--- src/hw/acr_pkg.sv ---
// Package: register map, field layout, reset values and timing for the audio codec control block
package acr_pkg;

  localparam int unsigned ADDR_W = 3;
  localparam int unsigned DATA_W = 16;

  // Register offsets
  localparam logic [2:0] FMT_RATE_OFS  = 3'h0;
  localparam logic [2:0] HS_GAIN_OFS   = 3'h1;
  localparam logic [2:0] DAC_GAIN_OFS  = 3'h2;
  localparam logic [2:0] SIDETONE_OFS  = 3'h3;
  localparam logic [2:0] CLICK_OFS     = 3'h4;

  // Reset values
  localparam logic [15:0] FMT_RATE_RST = 16'h0000;
  localparam logic [15:0] HS_GAIN_RST  = 16'hFF00;
  localparam logic [15:0] DAC_GAIN_RST = 16'hFFFF;
  localparam logic [15:0] SIDETONE_RST = 16'hC500;
  localparam logic [15:0] CLICK_RST    = 16'h4410;

  // Writable bit masks
  localparam logic [15:0] FMT_RATE_WMASK = 16'hCF3F;
  localparam logic [15:0] HS_GAIN_WMASK  = 16'hFFFF;
  localparam logic [15:0] DAC_GAIN_WMASK = 16'hFFFF;
  localparam logic [15:0] SIDETONE_WMASK = 16'hFFF8;
  localparam logic [15:0] CLICK_WMASK    = 16'hFFF0;

  // Field positions
  localparam int unsigned HS_MUTE_POS    = 15;
  localparam int unsigned HS_GAIN_LSB    = 8;
  localparam int unsigned AGC_EN_POS     = 0;
  localparam int unsigned LEFT_MUTE_POS  = 15;
  localparam int unsigned LEFT_VOL_LSB   = 8;
  localparam int unsigned RIGHT_MUTE_POS = 7;
  localparam int unsigned RIGHT_VOL_LSB  = 0;
  localparam int unsigned ST_MUTE_POS    = 15;
  localparam int unsigned ST_GAIN_LSB    = 8;
  localparam int unsigned ST_DONE_POS    = 0;
  localparam int unsigned CLICK_TRIG_POS = 15;
  localparam int unsigned CLICK_AMP_LSB  = 12;
  localparam int unsigned STEP_RATE_POS  = 11;
  localparam int unsigned CLICK_TONE_LSB = 8;
  localparam int unsigned CLICK_DUR_LSB  = 4;
  localparam int unsigned LEFT_DONE_POS  = 3;
  localparam int unsigned RIGHT_DONE_POS = 2;

  // Sidetone gain saturates at the 12 dB code
  localparam logic [6:0] ST_GAIN_MAX = 7'h5D;

  // Keyclick: 62.5 Hz lowest tone, half period at the 25 MHz core clock
  localparam int unsigned CLK_HZ          = 25_000_000;
  localparam int unsigned CLICK_BASE_MHZ  = 62_500;
  localparam int unsigned CLICK_BASE_HALF = (CLK_HZ / 2) / CLICK_BASE_MHZ * 1000;
  localparam int unsigned CLICK_CNT_W     = 18;

  typedef enum logic [1:0] {
    ACR_FRAME_I2S,
    ACR_FRAME_DSP,
    ACR_FRAME_RIGHT,
    ACR_FRAME_LEFT
  } acr_framing_t;

endpackage : acr_pkg

--- src/hw/acr_click_gen.sv ---
// Keyclick burst generator
`timescale 1ns/10ps
module acr_click_gen
  import acr_pkg::*;
(
  input  wire logic       core_clk_i,
  input  wire logic       sys_rst_i,
  input  wire logic       clk_en_i,
  input  wire logic       start_i,
  input  wire logic [2:0] tone_i,
  input  wire logic [3:0] dur_i,
  output logic            tone_o,
  output logic            busy_o,
  output logic            done_o
);

  logic [CLICK_CNT_W-1:0] half_reg;
  logic [CLICK_CNT_W-1:0] half_next;
  logic [5:0]             edges_reg;
  logic [5:0]             edges_next;
  logic                   tone_reg;
  logic                   tone_next;
  logic                   busy_reg;
  logic                   busy_next;
  logic                   done_next;
  logic [CLICK_CNT_W-1:0] half_len;

  // Tone doubles per code from the lowest setting
  assign half_len = CLICK_CNT_W'(CLICK_BASE_HALF >> tone_i);

  always_comb begin
    half_next  = half_reg;
    edges_next = edges_reg;
    tone_next  = tone_reg;
    busy_next  = busy_reg;
    done_next  = 1'b0;
    if (!busy_reg) begin
      // No restart while the trigger is still clearing
      if (start_i && !done_o) begin
        busy_next  = 1'b1;
        half_next  = half_len;
        // Periods = 2*(code+1), so edges = 4*(code+1)
        edges_next = {dur_i, 2'b00} + 6'd4;
        tone_next  = 1'b1;
      end
    end else if (half_reg == CLICK_CNT_W'(1)) begin
      half_next  = half_len;
      edges_next = edges_reg - 6'd1;
      tone_next  = ~tone_reg;
      if (edges_reg == 6'd1) begin
        busy_next = 1'b0;
        tone_next = 1'b0;
        done_next = 1'b1;
      end
    end else begin
      half_next = half_reg - CLICK_CNT_W'(1);
    end
  end

  always_ff @(posedge core_clk_i) begin
    if (sys_rst_i) begin
      half_reg  <= '0;
      edges_reg <= '0;
      tone_reg  <= 1'b0;
      busy_reg  <= 1'b0;
      done_o    <= 1'b0;
    end else if (clk_en_i) begin
      half_reg  <= half_next;
      edges_reg <= edges_next;
      tone_reg  <= tone_next;
      busy_reg  <= busy_next;
      done_o    <= done_next;
    end
  end

  assign tone_o = tone_reg;
  assign busy_o = busy_reg;

endmodule : acr_click_gen

--- src/hw/acr_gain_stepper.sv ---
// Soft-stepping gain follower with completion flag
`timescale 1ns/10ps
module acr_gain_stepper
  import acr_pkg::*;
#(
  parameter int unsigned GAIN_W = 7
) (
  input  wire logic              core_clk_i,
  input  wire logic              sys_rst_i,
  input  wire logic              clk_en_i,
  input  wire logic              step_i,
  input  wire logic              slow_i,
  input  wire logic [GAIN_W-1:0] target_i,
  input  wire logic [GAIN_W-1:0] reset_gain_i,
  output logic      [GAIN_W-1:0] applied_o,
  output logic                   done_o
);

  logic [GAIN_W-1:0] applied_reg;
  logic [GAIN_W-1:0] applied_next;
  logic              skip_reg;
  logic              skip_next;

  // One half-dB step per word strobe, or every second when slow
  always_comb begin
    applied_next = applied_reg;
    skip_next    = skip_reg;
    if (step_i) begin
      skip_next = slow_i ? ~skip_reg : 1'b0;
      if (!(slow_i && skip_reg)) begin
        if (applied_reg < target_i) begin
          applied_next = applied_reg + GAIN_W'(1);
        end else if (applied_reg > target_i) begin
          applied_next = applied_reg - GAIN_W'(1);
        end
      end
    end
  end

  always_ff @(posedge core_clk_i) begin
    if (sys_rst_i) begin
      applied_reg <= reset_gain_i;
      skip_reg    <= 1'b0;
    end else if (clk_en_i) begin
      applied_reg <= applied_next;
      skip_reg    <= skip_next;
    end
  end

  assign applied_o = applied_reg;
  assign done_o    = (applied_reg == target_i);

endmodule : acr_gain_stepper

--- src/hw/acr_regs.sv ---
// Audio codec control register bank with soft-stepping and keyclick
//
// How it works
// Highpass code zero off, else corner select
// Width code selects 16/20/24/32 bits
// Framing code: I2S, DSP, right, left
// Host uses right-justified only for integer ratios
// Playback divider code from eight ratios
// Record divider uses same eight ratios
// Headset mute and gain reset all ones
// Under autogain, reads return applied gain
// Autogain target level three-bit code
// Autogain time constant four-bit code
// Enable picks programmed or autogain gain; code takes autogain only while headset_selected_i is also set
// Per-channel playback mute, set at reset
// Per-channel seven-bit volume, all ones reset
// Sidetone mute and gain, saturating at 12dB
// Cellphone-to-record route bit, reset zero
// Sidetone done flag when applied equals set
// Click trigger self-clears after burst
// Click amplitude code, reset medium
// Click tone doubles per code
// Click length two times code plus one
// Step rate bit; noise flag under autogain
// Left and right done flags per channel
// Reference rate select 48.0 or 44.1
// Writing a gain clears its done flag
`timescale 1ns/10ps
module acr_regs
  import acr_pkg::*;
(
  input  wire logic              core_clk_i,
  input  wire logic              sys_rst_i,
  input  wire logic              clk_en_i,
  input  wire logic              reg_wr_i,
  input  wire logic              reg_rd_i,
  input  wire logic [ADDR_W-1:0] reg_addr_i,
  input  wire logic [DATA_W-1:0] reg_wdata_i,
  output logic      [DATA_W-1:0] reg_rdata_o,
  input  wire logic              record_word_strobe_i,
  input  wire logic              reference_rate_select_i,
  input  wire logic              headset_selected_i,
  input  wire logic [6:0]        autogain_gain_i,
  input  wire logic              autogain_mute_i,
  input  wire logic              autogain_noise_i,
  output logic [1:0]             rec_highpass_select_o,
  output logic [1:0]             sample_width_select_o,
  output acr_framing_t           serial_framing_select_o,
  output logic [2:0]             playback_rate_divider_o,
  output logic [2:0]             record_rate_divider_o,
  output logic                   reference_rate_select_o,
  output logic                   headset_input_mute_o,
  output logic [6:0]             headset_input_gain_o,
  output logic [2:0]             autogain_target_level_o,
  output logic [3:0]             autogain_time_constant_o,
  output logic                   autogain_enable_o,
  output logic                   left_playback_mute_o,
  output logic [6:0]             left_playback_volume_o,
  output logic                   right_playback_mute_o,
  output logic [6:0]             right_playback_volume_o,
  output logic                   sidetone_mute_o,
  output logic [6:0]             sidetone_gain_o,
  output logic                   cellphone_to_record_route_o,
  output logic [2:0]             click_amplitude_o,
  output logic                   click_tone_o,
  output logic                   click_active_o
);

  ////////////////////////////////////////////////////////////////////////////
  // Pin synchronisers

  logic [1:0] strobe_sync_reg;
  logic [1:0] strobe_sync_next;
  logic       strobe_prev_reg;
  logic       strobe_prev_next;
  logic [1:0] refsel_sync_reg;
  logic [1:0] refsel_sync_next;
  logic       word_tick;

  always_comb begin
    strobe_sync_next = {strobe_sync_reg[0], record_word_strobe_i};
    strobe_prev_next = strobe_sync_reg[1];
    refsel_sync_next = {refsel_sync_reg[0], reference_rate_select_i};
  end

  always_ff @(posedge core_clk_i) begin
    if (sys_rst_i) begin
      strobe_sync_reg <= 2'b00;
      strobe_prev_reg <= 1'b0;
      refsel_sync_reg <= 2'b00;
    end else if (clk_en_i) begin
      strobe_sync_reg <= strobe_sync_next;
      strobe_prev_reg <= strobe_prev_next;
      refsel_sync_reg <= refsel_sync_next;
    end
  end

  // Rising edge of the word strobe paces soft-stepping
  assign word_tick = strobe_sync_reg[1] & ~strobe_prev_reg;
  assign reference_rate_select_o = refsel_sync_reg[1];

  ////////////////////////////////////////////////////////////////////////////
  // Register storage

  logic [15:0] fmt_reg;
  logic [15:0] fmt_next;
  logic [15:0] hs_reg;
  logic [15:0] hs_next;
  logic [15:0] dac_reg;
  logic [15:0] dac_next;
  logic [15:0] st_reg;
  logic [15:0] st_next;
  logic [15:0] ck_reg;
  logic [15:0] ck_next;
  logic [15:0] rdata_reg;
  logic [15:0] rdata_next;
  logic        click_done;
  logic        click_busy;

  logic        agc_on;
  assign agc_on = hs_reg[AGC_EN_POS] & headset_selected_i;

  always_comb begin
    fmt_next = fmt_reg;
    hs_next  = hs_reg;
    dac_next = dac_reg;
    st_next  = st_reg;
    ck_next  = ck_reg;
    if (reg_wr_i) begin
      unique case (reg_addr_i)
        FMT_RATE_OFS: fmt_next = reg_wdata_i & FMT_RATE_WMASK;
        HS_GAIN_OFS:  hs_next  = reg_wdata_i & HS_GAIN_WMASK;
        DAC_GAIN_OFS: dac_next = reg_wdata_i & DAC_GAIN_WMASK;
        SIDETONE_OFS: st_next  = reg_wdata_i & SIDETONE_WMASK;
        CLICK_OFS: begin
          ck_next = reg_wdata_i & CLICK_WMASK;
          // Step-rate bit turns read-only under autogain
          if (agc_on) begin
            ck_next[STEP_RATE_POS] = ck_reg[STEP_RATE_POS];
          end
        end
        default: ;
      endcase
    end
    // Self-clear wins only after burst ends; a fresh write retriggers
    if (click_done && !(reg_wr_i && reg_addr_i == CLICK_OFS)) begin
      ck_next[CLICK_TRIG_POS] = 1'b0;
    end
  end

  always_ff @(posedge core_clk_i) begin
    if (sys_rst_i) begin
      fmt_reg <= FMT_RATE_RST;
      hs_reg  <= HS_GAIN_RST;
      dac_reg <= DAC_GAIN_RST;
      st_reg  <= SIDETONE_RST;
      ck_reg  <= CLICK_RST;
    end else if (clk_en_i) begin
      fmt_reg <= fmt_next;
      hs_reg  <= hs_next;
      dac_reg <= dac_next;
      st_reg  <= st_next;
      ck_reg  <= ck_next;
    end
  end

  ////////////////////////////////////////////////////////////////////////////
  // Soft-stepping gain followers

  logic [6:0] st_target;
  logic [6:0] left_applied;
  logic [6:0] right_applied;
  logic [6:0] st_applied;
  logic       left_done;
  logic       right_done;
  logic       st_done;
  logic       step_slow;

  // Codes above the 12 dB code hold 12 dB
  assign st_target = (st_reg[ST_GAIN_LSB +: 7] > ST_GAIN_MAX) ? ST_GAIN_MAX
                                                               : st_reg[ST_GAIN_LSB +: 7];
  assign step_slow = ck_reg[STEP_RATE_POS] & ~agc_on;

  // Done flags follow applied==target, so a write drops them at once
  acr_gain_stepper #(.GAIN_W(7)) u_left_step (
    .core_clk_i   (core_clk_i),
    .sys_rst_i    (sys_rst_i),
    .clk_en_i     (clk_en_i),
    .step_i       (word_tick),
    .slow_i       (step_slow),
    .target_i     (dac_reg[LEFT_VOL_LSB +: 7]),
    .reset_gain_i (DAC_GAIN_RST[LEFT_VOL_LSB +: 7]),
    .applied_o    (left_applied),
    .done_o       (left_done)
  );

  acr_gain_stepper #(.GAIN_W(7)) u_right_step (
    .core_clk_i   (core_clk_i),
    .sys_rst_i    (sys_rst_i),
    .clk_en_i     (clk_en_i),
    .step_i       (word_tick),
    .slow_i       (step_slow),
    .target_i     (dac_reg[RIGHT_VOL_LSB +: 7]),
    .reset_gain_i (DAC_GAIN_RST[RIGHT_VOL_LSB +: 7]),
    .applied_o    (right_applied),
    .done_o       (right_done)
  );

  acr_gain_stepper #(.GAIN_W(7)) u_st_step (
    .core_clk_i   (core_clk_i),
    .sys_rst_i    (sys_rst_i),
    .clk_en_i     (clk_en_i),
    .step_i       (word_tick),
    .slow_i       (step_slow),
    .target_i     (st_target),
    .reset_gain_i (SIDETONE_RST[ST_GAIN_LSB +: 7]),
    .applied_o    (st_applied),
    .done_o       (st_done)
  );

  ////////////////////////////////////////////////////////////////////////////
  // Keyclick

  acr_click_gen u_click (
    .core_clk_i (core_clk_i),
    .sys_rst_i  (sys_rst_i),
    .clk_en_i   (clk_en_i),
    .start_i    (ck_reg[CLICK_TRIG_POS]),
    .tone_i     (ck_reg[CLICK_TONE_LSB +: 3]),
    .dur_i      (ck_reg[CLICK_DUR_LSB +: 4]),
    .tone_o     (click_tone_o),
    .busy_o     (click_busy),
    .done_o     (click_done)
  );

  ////////////////////////////////////////////////////////////////////////////
  // Read path

  always_comb begin
    rdata_next = rdata_reg;
    if (reg_rd_i) begin
      unique case (reg_addr_i)
        FMT_RATE_OFS: rdata_next = fmt_reg;
        HS_GAIN_OFS: begin
          rdata_next = hs_reg;
          if (agc_on) begin
            rdata_next[HS_MUTE_POS]         = autogain_mute_i;
            rdata_next[HS_GAIN_LSB +: 7]    = autogain_gain_i;
          end
        end
        DAC_GAIN_OFS: rdata_next = dac_reg;
        SIDETONE_OFS: begin
          rdata_next              = st_reg;
          rdata_next[ST_DONE_POS] = st_done;
        end
        CLICK_OFS: begin
          rdata_next                 = ck_reg;
          rdata_next[LEFT_DONE_POS]  = left_done;
          rdata_next[RIGHT_DONE_POS] = right_done;
          if (agc_on) begin
            rdata_next[STEP_RATE_POS] = autogain_noise_i;
          end
        end
        default: rdata_next = 16'h0000;
      endcase
    end
  end

  always_ff @(posedge core_clk_i) begin
    if (sys_rst_i) begin
      rdata_reg <= 16'h0000;
    end else if (clk_en_i) begin
      rdata_reg <= rdata_next;
    end
  end

  assign reg_rdata_o = rdata_reg;

  ////////////////////////////////////////////////////////////////////////////
  // Control outputs

  assign rec_highpass_select_o    = fmt_reg[15:14];
  assign sample_width_select_o    = fmt_reg[11:10];
  assign serial_framing_select_o  = acr_framing_t'(fmt_reg[9:8]);
  assign playback_rate_divider_o  = fmt_reg[5:3];
  assign record_rate_divider_o    = fmt_reg[2:0];
  // Programmed or autogain-driven stage gain
  assign headset_input_mute_o     = agc_on ? autogain_mute_i : hs_reg[HS_MUTE_POS];
  assign headset_input_gain_o     = agc_on ? autogain_gain_i : hs_reg[HS_GAIN_LSB +: 7];
  assign autogain_target_level_o  = hs_reg[7:5];
  assign autogain_time_constant_o = hs_reg[4:1];
  assign autogain_enable_o        = hs_reg[AGC_EN_POS];
  assign left_playback_mute_o     = dac_reg[LEFT_MUTE_POS];
  assign left_playback_volume_o   = left_applied;
  assign right_playback_mute_o    = dac_reg[RIGHT_MUTE_POS];
  assign right_playback_volume_o  = right_applied;
  assign sidetone_mute_o          = st_reg[ST_MUTE_POS];
  assign sidetone_gain_o          = st_applied;
  assign cellphone_to_record_route_o = st_reg[3];
  assign click_amplitude_o        = ck_reg[CLICK_AMP_LSB +: 3];
  assign click_active_o           = click_busy;

endmodule : acr_regs

--- config.mk ---
export PLATFORM = sky130hd
export DESIGN_NAME = acr_regs
export DESIGN_NICKNAME = d
export VERILOG_FILES = /design/src/hw/acr_pkg.sv /design/src/hw/acr_click_gen.sv /design/src/hw/acr_gain_stepper.sv /design/src/hw/acr_regs.sv
export SDC_FILE = /design/constraint.sdc
export NUM_CORES = 1
export LEC_CHECK = 0
export ABC_CLOCK_PERIOD_IN_PS = 6600
export BUFFER_PORTS_ARGS = -buffer_cell sky130_fd_sc_hd__buf_2
export CORE_ASPECT_RATIO = 1.25
export CORE_MARGIN = 1
export CORE_UTILIZATION = 60
export CTS_CLUSTER_DIAMETER = 80
export DETAILED_ROUTE_END_ITERATION = 12
export GPL_TIMING_DRIVEN = 0
export PLACE_DENSITY = 0.92
export SLEW_MARGIN = 25
export SYNTH_ARGS = -nofsm -noshare
export SYNTH_HDL_FRONTEND = slang
export SYNTH_SLANG_ARGS = --single-unit
--- constraint.sdc ---
create_clock -name core_clk_i -period 6.6 [get_ports core_clk_i]
set_input_delay 0.66 -clock core_clk_i [delete_from_list [all_inputs] [get_ports core_clk_i]]
set_output_delay 0.66 -clock core_clk_i [all_outputs]
set_load 0.01 [all_outputs]
==> impl_metrics.ini, run 1 <==
[run_status]
status = complete, no violations

[cells_and_area]
nets = 1164
final_util = 0.736
largest_reg_flops = 18
antennaDiodeCount = 0
design_area_mm2 = 0.00907
layout-drive-gt1-share = 0.164
area_growth_pct = 18.3

[setup_path]
endpoint_kind = flip-flop
cp_slowest_cell = or3_1
path_max_fanout = 8
r2r_cells = 14
critical_path.cell_chain = a41o_1 > nand2_1 > nand2_1 > ha_1 > nand3b_1 > a21oi_1 > or3_1 > fa_1 > a211oi_1 > o21bai_1 > a21oi_1 > xor2_1 > or3_1 > nand3_1
r2r_end = u_st_step.applied_o[6]
start_kind = flip-flop
cpPeakStageDelay_ps = 530
critPathLaunch = st_reg[13]
reg2reg_slack_ps = 3150
critical_path_class = flip-flop to flip-flop
r2r_start = st_reg[13]
critPathArrivalTime_ps = 3810
critPathRequiredTime_ps = 6960

[clock_tree]
h-tree-depth = 4
cts_resized = 0
clock_path_buffers = 2
ctsHoldBuffers = 0
clkSlewWorstSetupHoldPaths_ps = 60
tritoncts = done
postCtsSetupRepairBufs = 0
clk_latency_ps = 430
cts_buffers = 17
cts_sinks = 141
cts-root-buf = clkbuf_16

[die]
die_h_um = 128
fp.dieW_um = 103
fp.dieArea_mm2 = 0.0132
core_mm2 = 0.0123
num_rows = 45
start_util = 0.622
io_pins = 111

[timing]
slew_headroom = 0.337
finalCritPeriodShare = 0.522
maxSlewViolCount = 0
rsz0062_at_grt = false
fmax_mhz = 290
tns_ps = 0
worst_slew_pin_slew_ps = 987
fin_skew_ps = 9.44
hold_viol_final = 0
finalCriticalPeriod_ps = 3450
setup-violations-final = 0

[synthesis]
synthFlopType = dfxtp_1
ys_types = 63
synth.largest_area_cell = dfxtp_1
syn_avg_cell_area_um2 = 8.07
netlist_instances = 950
synth-seq-cells = 141
yosys_warnings = 0
synth_edf_count = 0
synthArstFlopShare = 0
ys_seq_area_frac = 0.368
synth.most_common_cell = nand2_1
synth_area_leaders = dfxtp_1, nand2_1, ha_1
synthTopCellsByCount = nand2_1, dfxtp_1, a21oi_1
yosysTopAreaCellShare = 0.368
syn_area_mm2 = 0.00767
synth_nets = 1037

[run]
drv_cap = 0

[placed_design]
place_congestion = 0.990
hpwl_um = 18000
place_area_mm2 = 0.00842
io_buffers = 108

[min_path]
holdPathEnd = u_click.half_reg[14]
hp-class = flip-flop to flip-flop
whs_path_depth = 2
hp-start = u_click.half_reg[14]

[detailed_routing]
first_pass_iters = 8
vias = 8166
drt_iter0_markers = 1064
wl_per_cell_um = 20.6
drtAntennaViolNets = 0
route.detailed.drc = 0
drt-total-wl_um = 25800
viasPerCell = 6.52

[global_route]
overflow = 0
grt_pass1_vias = 7952
antenna_found_initial = 1
grt_pass1_wl_um = 40200
grtUsageTotal = 0.404
grt_max_degree = 17

[power_and_ir_drop]
vdd_drop_max_mv = 0.190
power_density_mw_per_mm2 = 245
power.leakage_nw = 3.83
-- cells by family (layout without fill, tap and decap cells) --
group,count (synthesis),count (layout),synth area share
muxes,42,42,0.0599
xor gates and xnor gates,18,18,0.0206
DFF,141,141,0.368
and+or+nand+nor,341,341,0.201
adders and majority gates,51,51,0.0861
buffers and inverters,101,240,0.0559
AOI/OAI and AO/OA,256,256,0.208
-- worst max-delay path, delay by kind of cell, from the launching register on --
| family | cells | cell delay, ps |
|---|---|---|
| AND/OR/NAND/NOR | 6 | 1210 |
| AO/OA/AOI/OAI | 5 | 890 |
| flip-flops | 1 | 390 |
| XOR/XNOR | 1 | 90 |
| adder cells (fa/ha/maj) | 2 | 790 |
-- power by group --
part	internal (mW)	switching [mW]	leakage, nW
Combinational	0.105	0.176	2.37
Sequential	0.865	0.0119	1.14
Clock	0.681	0.389	0.313
Total	1.65	0.576	3.83
-- routing by layer --
| metal | GRT usage | up-vias | routed length [um] |
|---|---|---|---|
| met1 | 0.424 | 3703 | 8730 |
| met3 | 0.165 | 197 | 3000 |
| met4 | 0.291 | 0 | 2010 |
| li1 | - | 3634 | - |
| met2 | 0.647 | 632 | 12000 |
| met5 | 0.0115 | - | 0 |
-- cell type report --
type	instances	area (um2)
Clock buffer	18	439
Buffer	65	294
Tap cell	164	205
Fill cell	886	3260
Sequential cell	141	2820
Inverter	36	135
Clock inverter	13	214
Timing Repair Buffer	108	541
Multi-Input combinational cell	708	4420
-- placed cells by master (no fill, tap or decap), drive strengths merged, types with 3 or more instances in the layout --
cell / netlist / final
a31o: 3 / 3
nand2b: 5 / 5
nand4: 10 / 10
clkbuf: 50 / 68
a21oi: 95 / 95
nand2: 173 / 173
o22ai: 15 / 15
a211oi: 8 / 8
a211o: 4 / 4
nand3: 31 / 31
o31ai: 3 / 3
o32ai: 3 / 3
nand3b: 6 / 6
nor3: 17 / 17
or4: 7 / 7
a31oi: 4 / 4
a311oi: 3 / 3
xor2: 5 / 5
nor2: 60 / 60
xnor2: 13 / 13
nor4: 6 / 6
buf: 15 / 123
o21bai: 5 / 5
o21ai: 41 / 41
mux2i: 29 / 29
a22oi: 30 / 30
or3: 4 / 4
a21o: 5 / 5
clkinv: 0 / 4
nor3b: 3 / 3
inv: 36 / 38
fa: 3 / 3
dfxtp: 141 / 141
ha: 48 / 48
nor2b: 12 / 12
bufinv: 0 / 5
o211ai: 23 / 23
mux2: 11 / 11
-- metrics by stage --
stage	power [mW]	hold WS, ps	cells	setup slack (ps)
floorplan	1.08	435	950	3630
global placement	1.15	444	1222	3380
detailed placement	1.16	452	1222	3250
CTS	2.21	462	1253	3210
global route	2.29	484	1253	2980
finish	2.23	465	1253	3150
-- how the worst max path moves through the flow --
stage | end | slack [ps] | depth (start not counted)
after floorplan | u_st_step.applied_o[6] | 3630 | 14
after global routing | u_st_step.applied_o[6] | 2980 | 14
after global placement | u_st_step.applied_o[6] | 3380 | 14
after CTS | u_st_step.applied_o[6] | 3210 | 14
after detailed placement | u_st_step.applied_o[6] | 3250 | 14
final | u_st_step.applied_o[6] | 3150 | 14
No activity file was read; power rests on OpenSTA's default activity.
==> run 2: changes to the inputs <==
--- a/config.mk
+++ b/config.mk
@@ -5,15 +5,15 @@
 export SDC_FILE = /design/constraint.sdc
 export NUM_CORES = 1
 export LEC_CHECK = 0
-export ABC_CLOCK_PERIOD_IN_PS = 6600
+export ABC_CLOCK_PERIOD_IN_PS = 3400
 export BUFFER_PORTS_ARGS = -buffer_cell sky130_fd_sc_hd__buf_2
 export CORE_ASPECT_RATIO = 1.25
 export CORE_MARGIN = 1
-export CORE_UTILIZATION = 60
+export CORE_UTILIZATION = 58
 export CTS_CLUSTER_DIAMETER = 80
 export DETAILED_ROUTE_END_ITERATION = 12
 export GPL_TIMING_DRIVEN = 0
-export PLACE_DENSITY = 0.92
+export PLACE_DENSITY = 0.9
 export SLEW_MARGIN = 25
 export SYNTH_ARGS = -nofsm -noshare
 export SYNTH_HDL_FRONTEND = slang
==> constraint.sdc (replaced) <==
create_clock -name core_clk_i -period 3.4 [get_ports core_clk_i]
set_input_delay 0.34 -clock core_clk_i [delete_from_list [all_inputs] [get_ports core_clk_i]]
set_output_delay 0.34 -clock core_clk_i [all_outputs]
set_load 0.01 [all_outputs]
==> impl_metrics.ini, run 2 (synthesis results as in run 1) <==
[cells_and_area]
largest_reg_flops = 18
layout-drive-gt1-share = 0.169
design_area_mm2 = 0.00905
layout_commonest_cell = nand2_1
fillCellCount = 958
antennaDiodeCount = 0
nets = 1165
final_cells = 1259
layout_common_cells = nand2_1, dfxtp_1, buf_2
final_util = 0.708
multi_input_area_mm2 = 0.00444
regArea_mm2 = 0.00282
area_growth_pct = 18.0

[setup_path]
critPathBufInv = 0
critical_path_class = flip-flop to flip-flop
critPathRequiredTime_ps = 3770
critPathArrivalTime_ps = 3570
critical_path.cell_chain = a41o_1 > nand2_1 > nand2_1 > ha_1 > nand3b_1 > a21oi_1 > or3_4 > fa_2 > a211oi_2 > o21bai_1 > a21oi_1 > xor2_1 > or3_1 > nand3_1
start_kind = flip-flop
r2r_cells = 14
cpPeakStageDelay_ps = 450
reg2reg_slack_ps = 200
crit_family = simple AND/OR/NAND/NOR gates
r2r_end = u_st_step.applied_o[6]
path_max_fanout = 8
endpoint_kind = flip-flop
cp_slowest_cell = or3_4
r2r_start = st_reg[12]

[die]
io_pins = 111
fp.dieArea_mm2 = 0.0137
fp.dieW_um = 105
die_h_um = 131
core_mm2 = 0.0128
start_util = 0.600
num_rows = 46

[placed_design]
hpwl_um = 17700
io_buffers = 108
place_congestion = 0.980
placed_cells_incl_taps = 1227
post-place-ws_ps = 29.5
place_area_mm2 = 0.00843

[global_route]
grt_pass1_vias = 7543
grt_max_degree = 17
grt_pass1_wl_um = 38100
grtUsageTotal = 0.361
overflow = 0
antenna_found_initial = 1

[power_and_ir_drop]
switchingPower_mw = 1.12
power.leakage_nw = 3.80
vdd_drop_max_mv = 0.284
seqPwrFrac = 0.410
switching_share = 0.270
internal-power_mw = 3.03
p_comb_frac = 0.130
p_clk_frac = 0.460
power_density_mw_per_mm2 = 459

[timing]
fmax_mhz = 313
setup-violations-final = 0
finalCriticalPeriod_ps = 3200
fin_skew_ps = 7.38
tns_ps = 0
fin_ws_ps = 203
maxSlewViolCount = 0
worst_slew_pin_slew_ps = 909
slew_headroom = 0.389
hold_viol_final = 0
finalCritPeriodShare = 0.940

[run_status]
status = complete, no violations

[detailed_routing]
first_pass_iters = 6
route.detailed.drc = 0
drt-total-wl_um = 25000
wl_per_cell_um = 19.8
drt_iter0_markers = 844
viasPerCell = 6.37
vias = 8026
drtAntennaViolNets = 0

[clock_tree]
clk_latency_ps = 440
clkSlewWorstSetupHoldPaths_ps = 60
cts-root-buf = clkbuf_16
cts_buffers = 17
ctsHoldBuffers = 0
cts_sinks = 141
h-tree-depth = 4
clock_path_buffers = 2
tritoncts = done

[run]
drv_cap = 0

[min_path]
holdPathEnd = refsel_sync_reg[0]
hp-start = reference_rate_select_i
whs_path_depth = 3
hp-class = input pin to flip-flop
==> run 2: worst max-delay path by stage <==
stage / start / end / slack (ps) / cells past startpoint
after global placement: st_reg[13] / u_st_step.applied_o[6] / 150 / 14
after CTS: st_reg[12] / u_st_step.applied_o[6] / 20 / 14
after detailed placement: st_reg[13] / u_st_step.applied_o[6] / 30 / 14
final: st_reg[12] / u_st_step.applied_o[6] / 200 / 14
after floorplan: st_reg[13] / u_st_step.applied_o[6] / 430 / 14
after global routing: st_reg[12] / u_st_step.applied_o[6] / -30 / 14
==> run 2: final cells by class <==
| class | count | share of cell area |
|---|---|---|
| Buffer | 65 | 0.0325 |
| Clock buffer | 21 | 0.0520 |
| Clock inverter | 11 | 0.0147 |
| Inverter | 36 | 0.0149 |
| Multi-Input combinational cell | 708 | 0.490 |
| Sequential cell | 141 | 0.312 |
| Tap cell | 168 | 0.0232 |
| Timing Repair Buffer | 109 | 0.0605 |
==> run 2: metrics by stage <==
step	hold slack (ps)	total power, mW
2_1_floorplan	435	2.09
3_3_place_gp	442	2.24
3_5_place_dp	449	2.25
4_1_cts	158	4.11
5_1_grt	183	4.27
6_report	147	4.16
==> run 2: routing by layer <==
layer | track usage | vias up | part of all wire
li1 | - | 3627 | -
met1 | 0.393 | 3702 | 0.36
met2 | 0.627 | 548 | 0.49
met3 | 0.0779 | 147 | 0.093
met4 | 0.269 | 2 | 0.064
met5 | 0 | - | 0.00052
==> run 2: worst register-to-register path, stage by stage (launching register included) <==
cell and delay (ps):
dfxtp_1 380, a41o_1 270, nand2_1 90, nand2_1 70, ha_1 290, nand3b_1 90
a21oi_1 90, or3_4 450, fa_2 400, a211oi_2 210, o21bai_1 100, a21oi_1 180
xor2_1 90, or3_1 330, nand3_1 90
==> run 2: repair_timing <==
item                       CTS  global route
buffers inserted             0             0
setup endpoints to repair    0             1
gates resized for setup      0             4
==> run 2: power by group through the flow <==
stage	combinational, mW	sequential, mW	clock, mW
detailed placement	0.514	1.74	0
CTS	0.519	1.70	1.89
global route	0.590	1.70	1.97
floorplan	0.355	1.74	0
finish	0.541	1.70	1.91
global placement	0.499	1.74	0
==> run 3: changes to the inputs <==
--- a/config.mk
+++ b/config.mk
@@ -5,10 +5,9 @@
 export SDC_FILE = /design/constraint.sdc
 export NUM_CORES = 1
 export LEC_CHECK = 0
-export ABC_CLOCK_PERIOD_IN_PS = 3400
 export BUFFER_PORTS_ARGS = -buffer_cell sky130_fd_sc_hd__buf_2
 export CORE_ASPECT_RATIO = 1.25
-export CORE_MARGIN = 1
+export CORE_MARGIN = 3
 export CORE_UTILIZATION = 58
 export CTS_CLUSTER_DIAMETER = 80
 export DETAILED_ROUTE_END_ITERATION = 12
==> impl_metrics.ini, run 3 (synthesis results as in run 1) <==
[power_and_ir_drop]
vdd_drop_max_mv = 0.333
power.leakage_nw = 3.83
p_clk_frac = 0.484
switchingPower_mw = 1.08
power_mw = 4.32
p_comb_frac = 0.122
seqPwrFrac = 0.394
power_density_mw_per_mm2 = 476
switching_share = 0.250
internal-power_mw = 3.24

[timing]
fin_skew_ps = 9.28
maxSlewViolCount = 0
tns_ps = 0
rsz0062_at_grt = false
finalCritPeriodShare = 0.954
fmax_mhz = 308
fin_ws_ps = 157
finalCriticalPeriod_ps = 3240
hold_viol_final = 0
worst_slew_pin_slew_ps = 940
slew_headroom = 0.370
setup-violations-final = 0

[detailed_routing]
drtAntennaViolNets = 0
drt_iter0_markers = 1222
vias = 7955
first_pass_iters = 6
drt-total-wl_um = 25100
viasPerCell = 6.32
route.detailed.drc = 0
wl_per_cell_um = 19.9

[clock_tree]
cts_buffers = 17
postCtsSetupRepairBufs = 0
clkSlewWorstSetupHoldPaths_ps = 60
cts_sinks = 141
tritoncts = done
h-tree-depth = 4
clock_path_buffers = 2
clk_latency_ps = 440
cts-root-buf = clkbuf_16

[cells_and_area]
antennaDiodeCount = 0
fillCellCount = 985
nets = 1164
design_area_mm2 = 0.00909
regArea_mm2 = 0.00282
layout_common_cells = nand2_1, dfxtp_1, buf_2
multi_input_area_mm2 = 0.00443
largest_reg_flops = 18
layout_commonest_cell = nand2_1
layout-drive-gt1-share = 0.165
area_growth_pct = 18.5

[global_route]
grt_use_met2 = 0.566
busiest_layer = met2
grt_max_degree = 17
overflow = 0
antenna_found_initial = 0
grt_pass1_wl_um = 38000
use_met1 = 0.389
grtUsageTotal = 0.337
grt_pass1_vias = 7294
use_met3 = 0.0603

[placed_design]
hpwl_um = 18100
io_buffers = 108
place_congestion = 1.00
place_area_mm2 = 0.00843
post-place-ws_ps = 89.2

[setup_path]
critPathRequiredTime_ps = 3770
r2r_end = u_st_step.applied_o[6]
path_max_fanout = 8
critPathArrivalTime_ps = 3610
r2r_cells = 14
r2r_start = st_reg[12]
endpoint_kind = flip-flop
critical_path_class = flip-flop to flip-flop
critPathLaunch = st_reg[12]
start_kind = flip-flop
reg2reg_slack_ps = 160

[die]
num_rows = 46
fp.dieArea_mm2 = 0.0147
core_mm2 = 0.0128
die_h_um = 135
fp.dieW_um = 109
io_pins = 111
start_util = 0.598

[run]
drv_cap = 0

[min_path]
whs_path_depth = 3
holdPathEnd = refsel_sync_reg[0]
hp-class = input pin to flip-flop
hp-start = reference_rate_select_i

[run_status]
status = complete, no violations
==> run 3: area by class of cell <==
| class | count | share of cell area |
|---|---|---|
| clock inverter | 10 | 0.0204 |
| clock buffer | 22 | 0.0522 |
| timing repair buffer | 108 | 0.0594 |
| tap | 168 | 0.0231 |
| multi-input combinational | 708 | 0.487 |
| buffer | 65 | 0.0323 |
| sequential | 141 | 0.311 |
| inverter | 36 | 0.0149 |
==> run 3: what timing repair did <==
action,4_1_cts,5_1_grt
hold buffers,0,0
gates resized for setup,0,2
endpoints found under the setup margin,0,1
==> run 3: through the flow <==
step | std cells | util | hold WS, ps
after floorplan | 950 | - | 435
after global placement | 1226 | 0.656 | 443
after detailed placement | 1226 | 0.657 | 455
after CTS | 1258 | 0.708 | 149
after global routing | 1258 | 0.708 | 188
final | 1258 | 0.708 | 152
==> run 3: layer usage <==
metal | up-vias | routed length (um)
met5 | - | 0
met4 | 0 | 1690
met3 | 135 | 2350
met2 | 493 | 12200
met1 | 3690 | 8840
li1 | 3637 | -
==> run 3: critical path, stage by stage (launching register included) <==
cell and delay, ps:
dfxtp_1 360, a41o_1 250, nand2_1 90, nand2_1 70
ha_1 290, nand3b_1 100, a21oi_1 80, or3_4 440
fa_1 440, a211oi_1 270, o21bai_1 120, a21oi_1 180
xor2_1 100, or3_1 320, nand3_1 80
==> run 3: power by group through the flow <==
stage | Sequential [mW] | Clock [mW] | Combinational (mW)
detailed placement | 1.74 | 0 | 0.511
finish | 1.70 | 2.09 | 0.529
CTS | 1.70 | 2.08 | 0.516
global placement | 1.74 | 0 | 0.497
floorplan | 1.74 | 0 | 0.355
global route | 1.70 | 2.15 | 0.577
==> run 3: how the worst max path moves through the flow <==
stage                                  end  slack [ps]
floorplan           u_st_step.applied_o[6]         430
global placement    u_st_step.applied_o[6]         150
detailed placement  u_st_step.applied_o[6]          90
CTS                 u_st_step.applied_o[6]          60
global route        u_st_step.applied_o[6]           3
finish              u_st_step.applied_o[6]         160
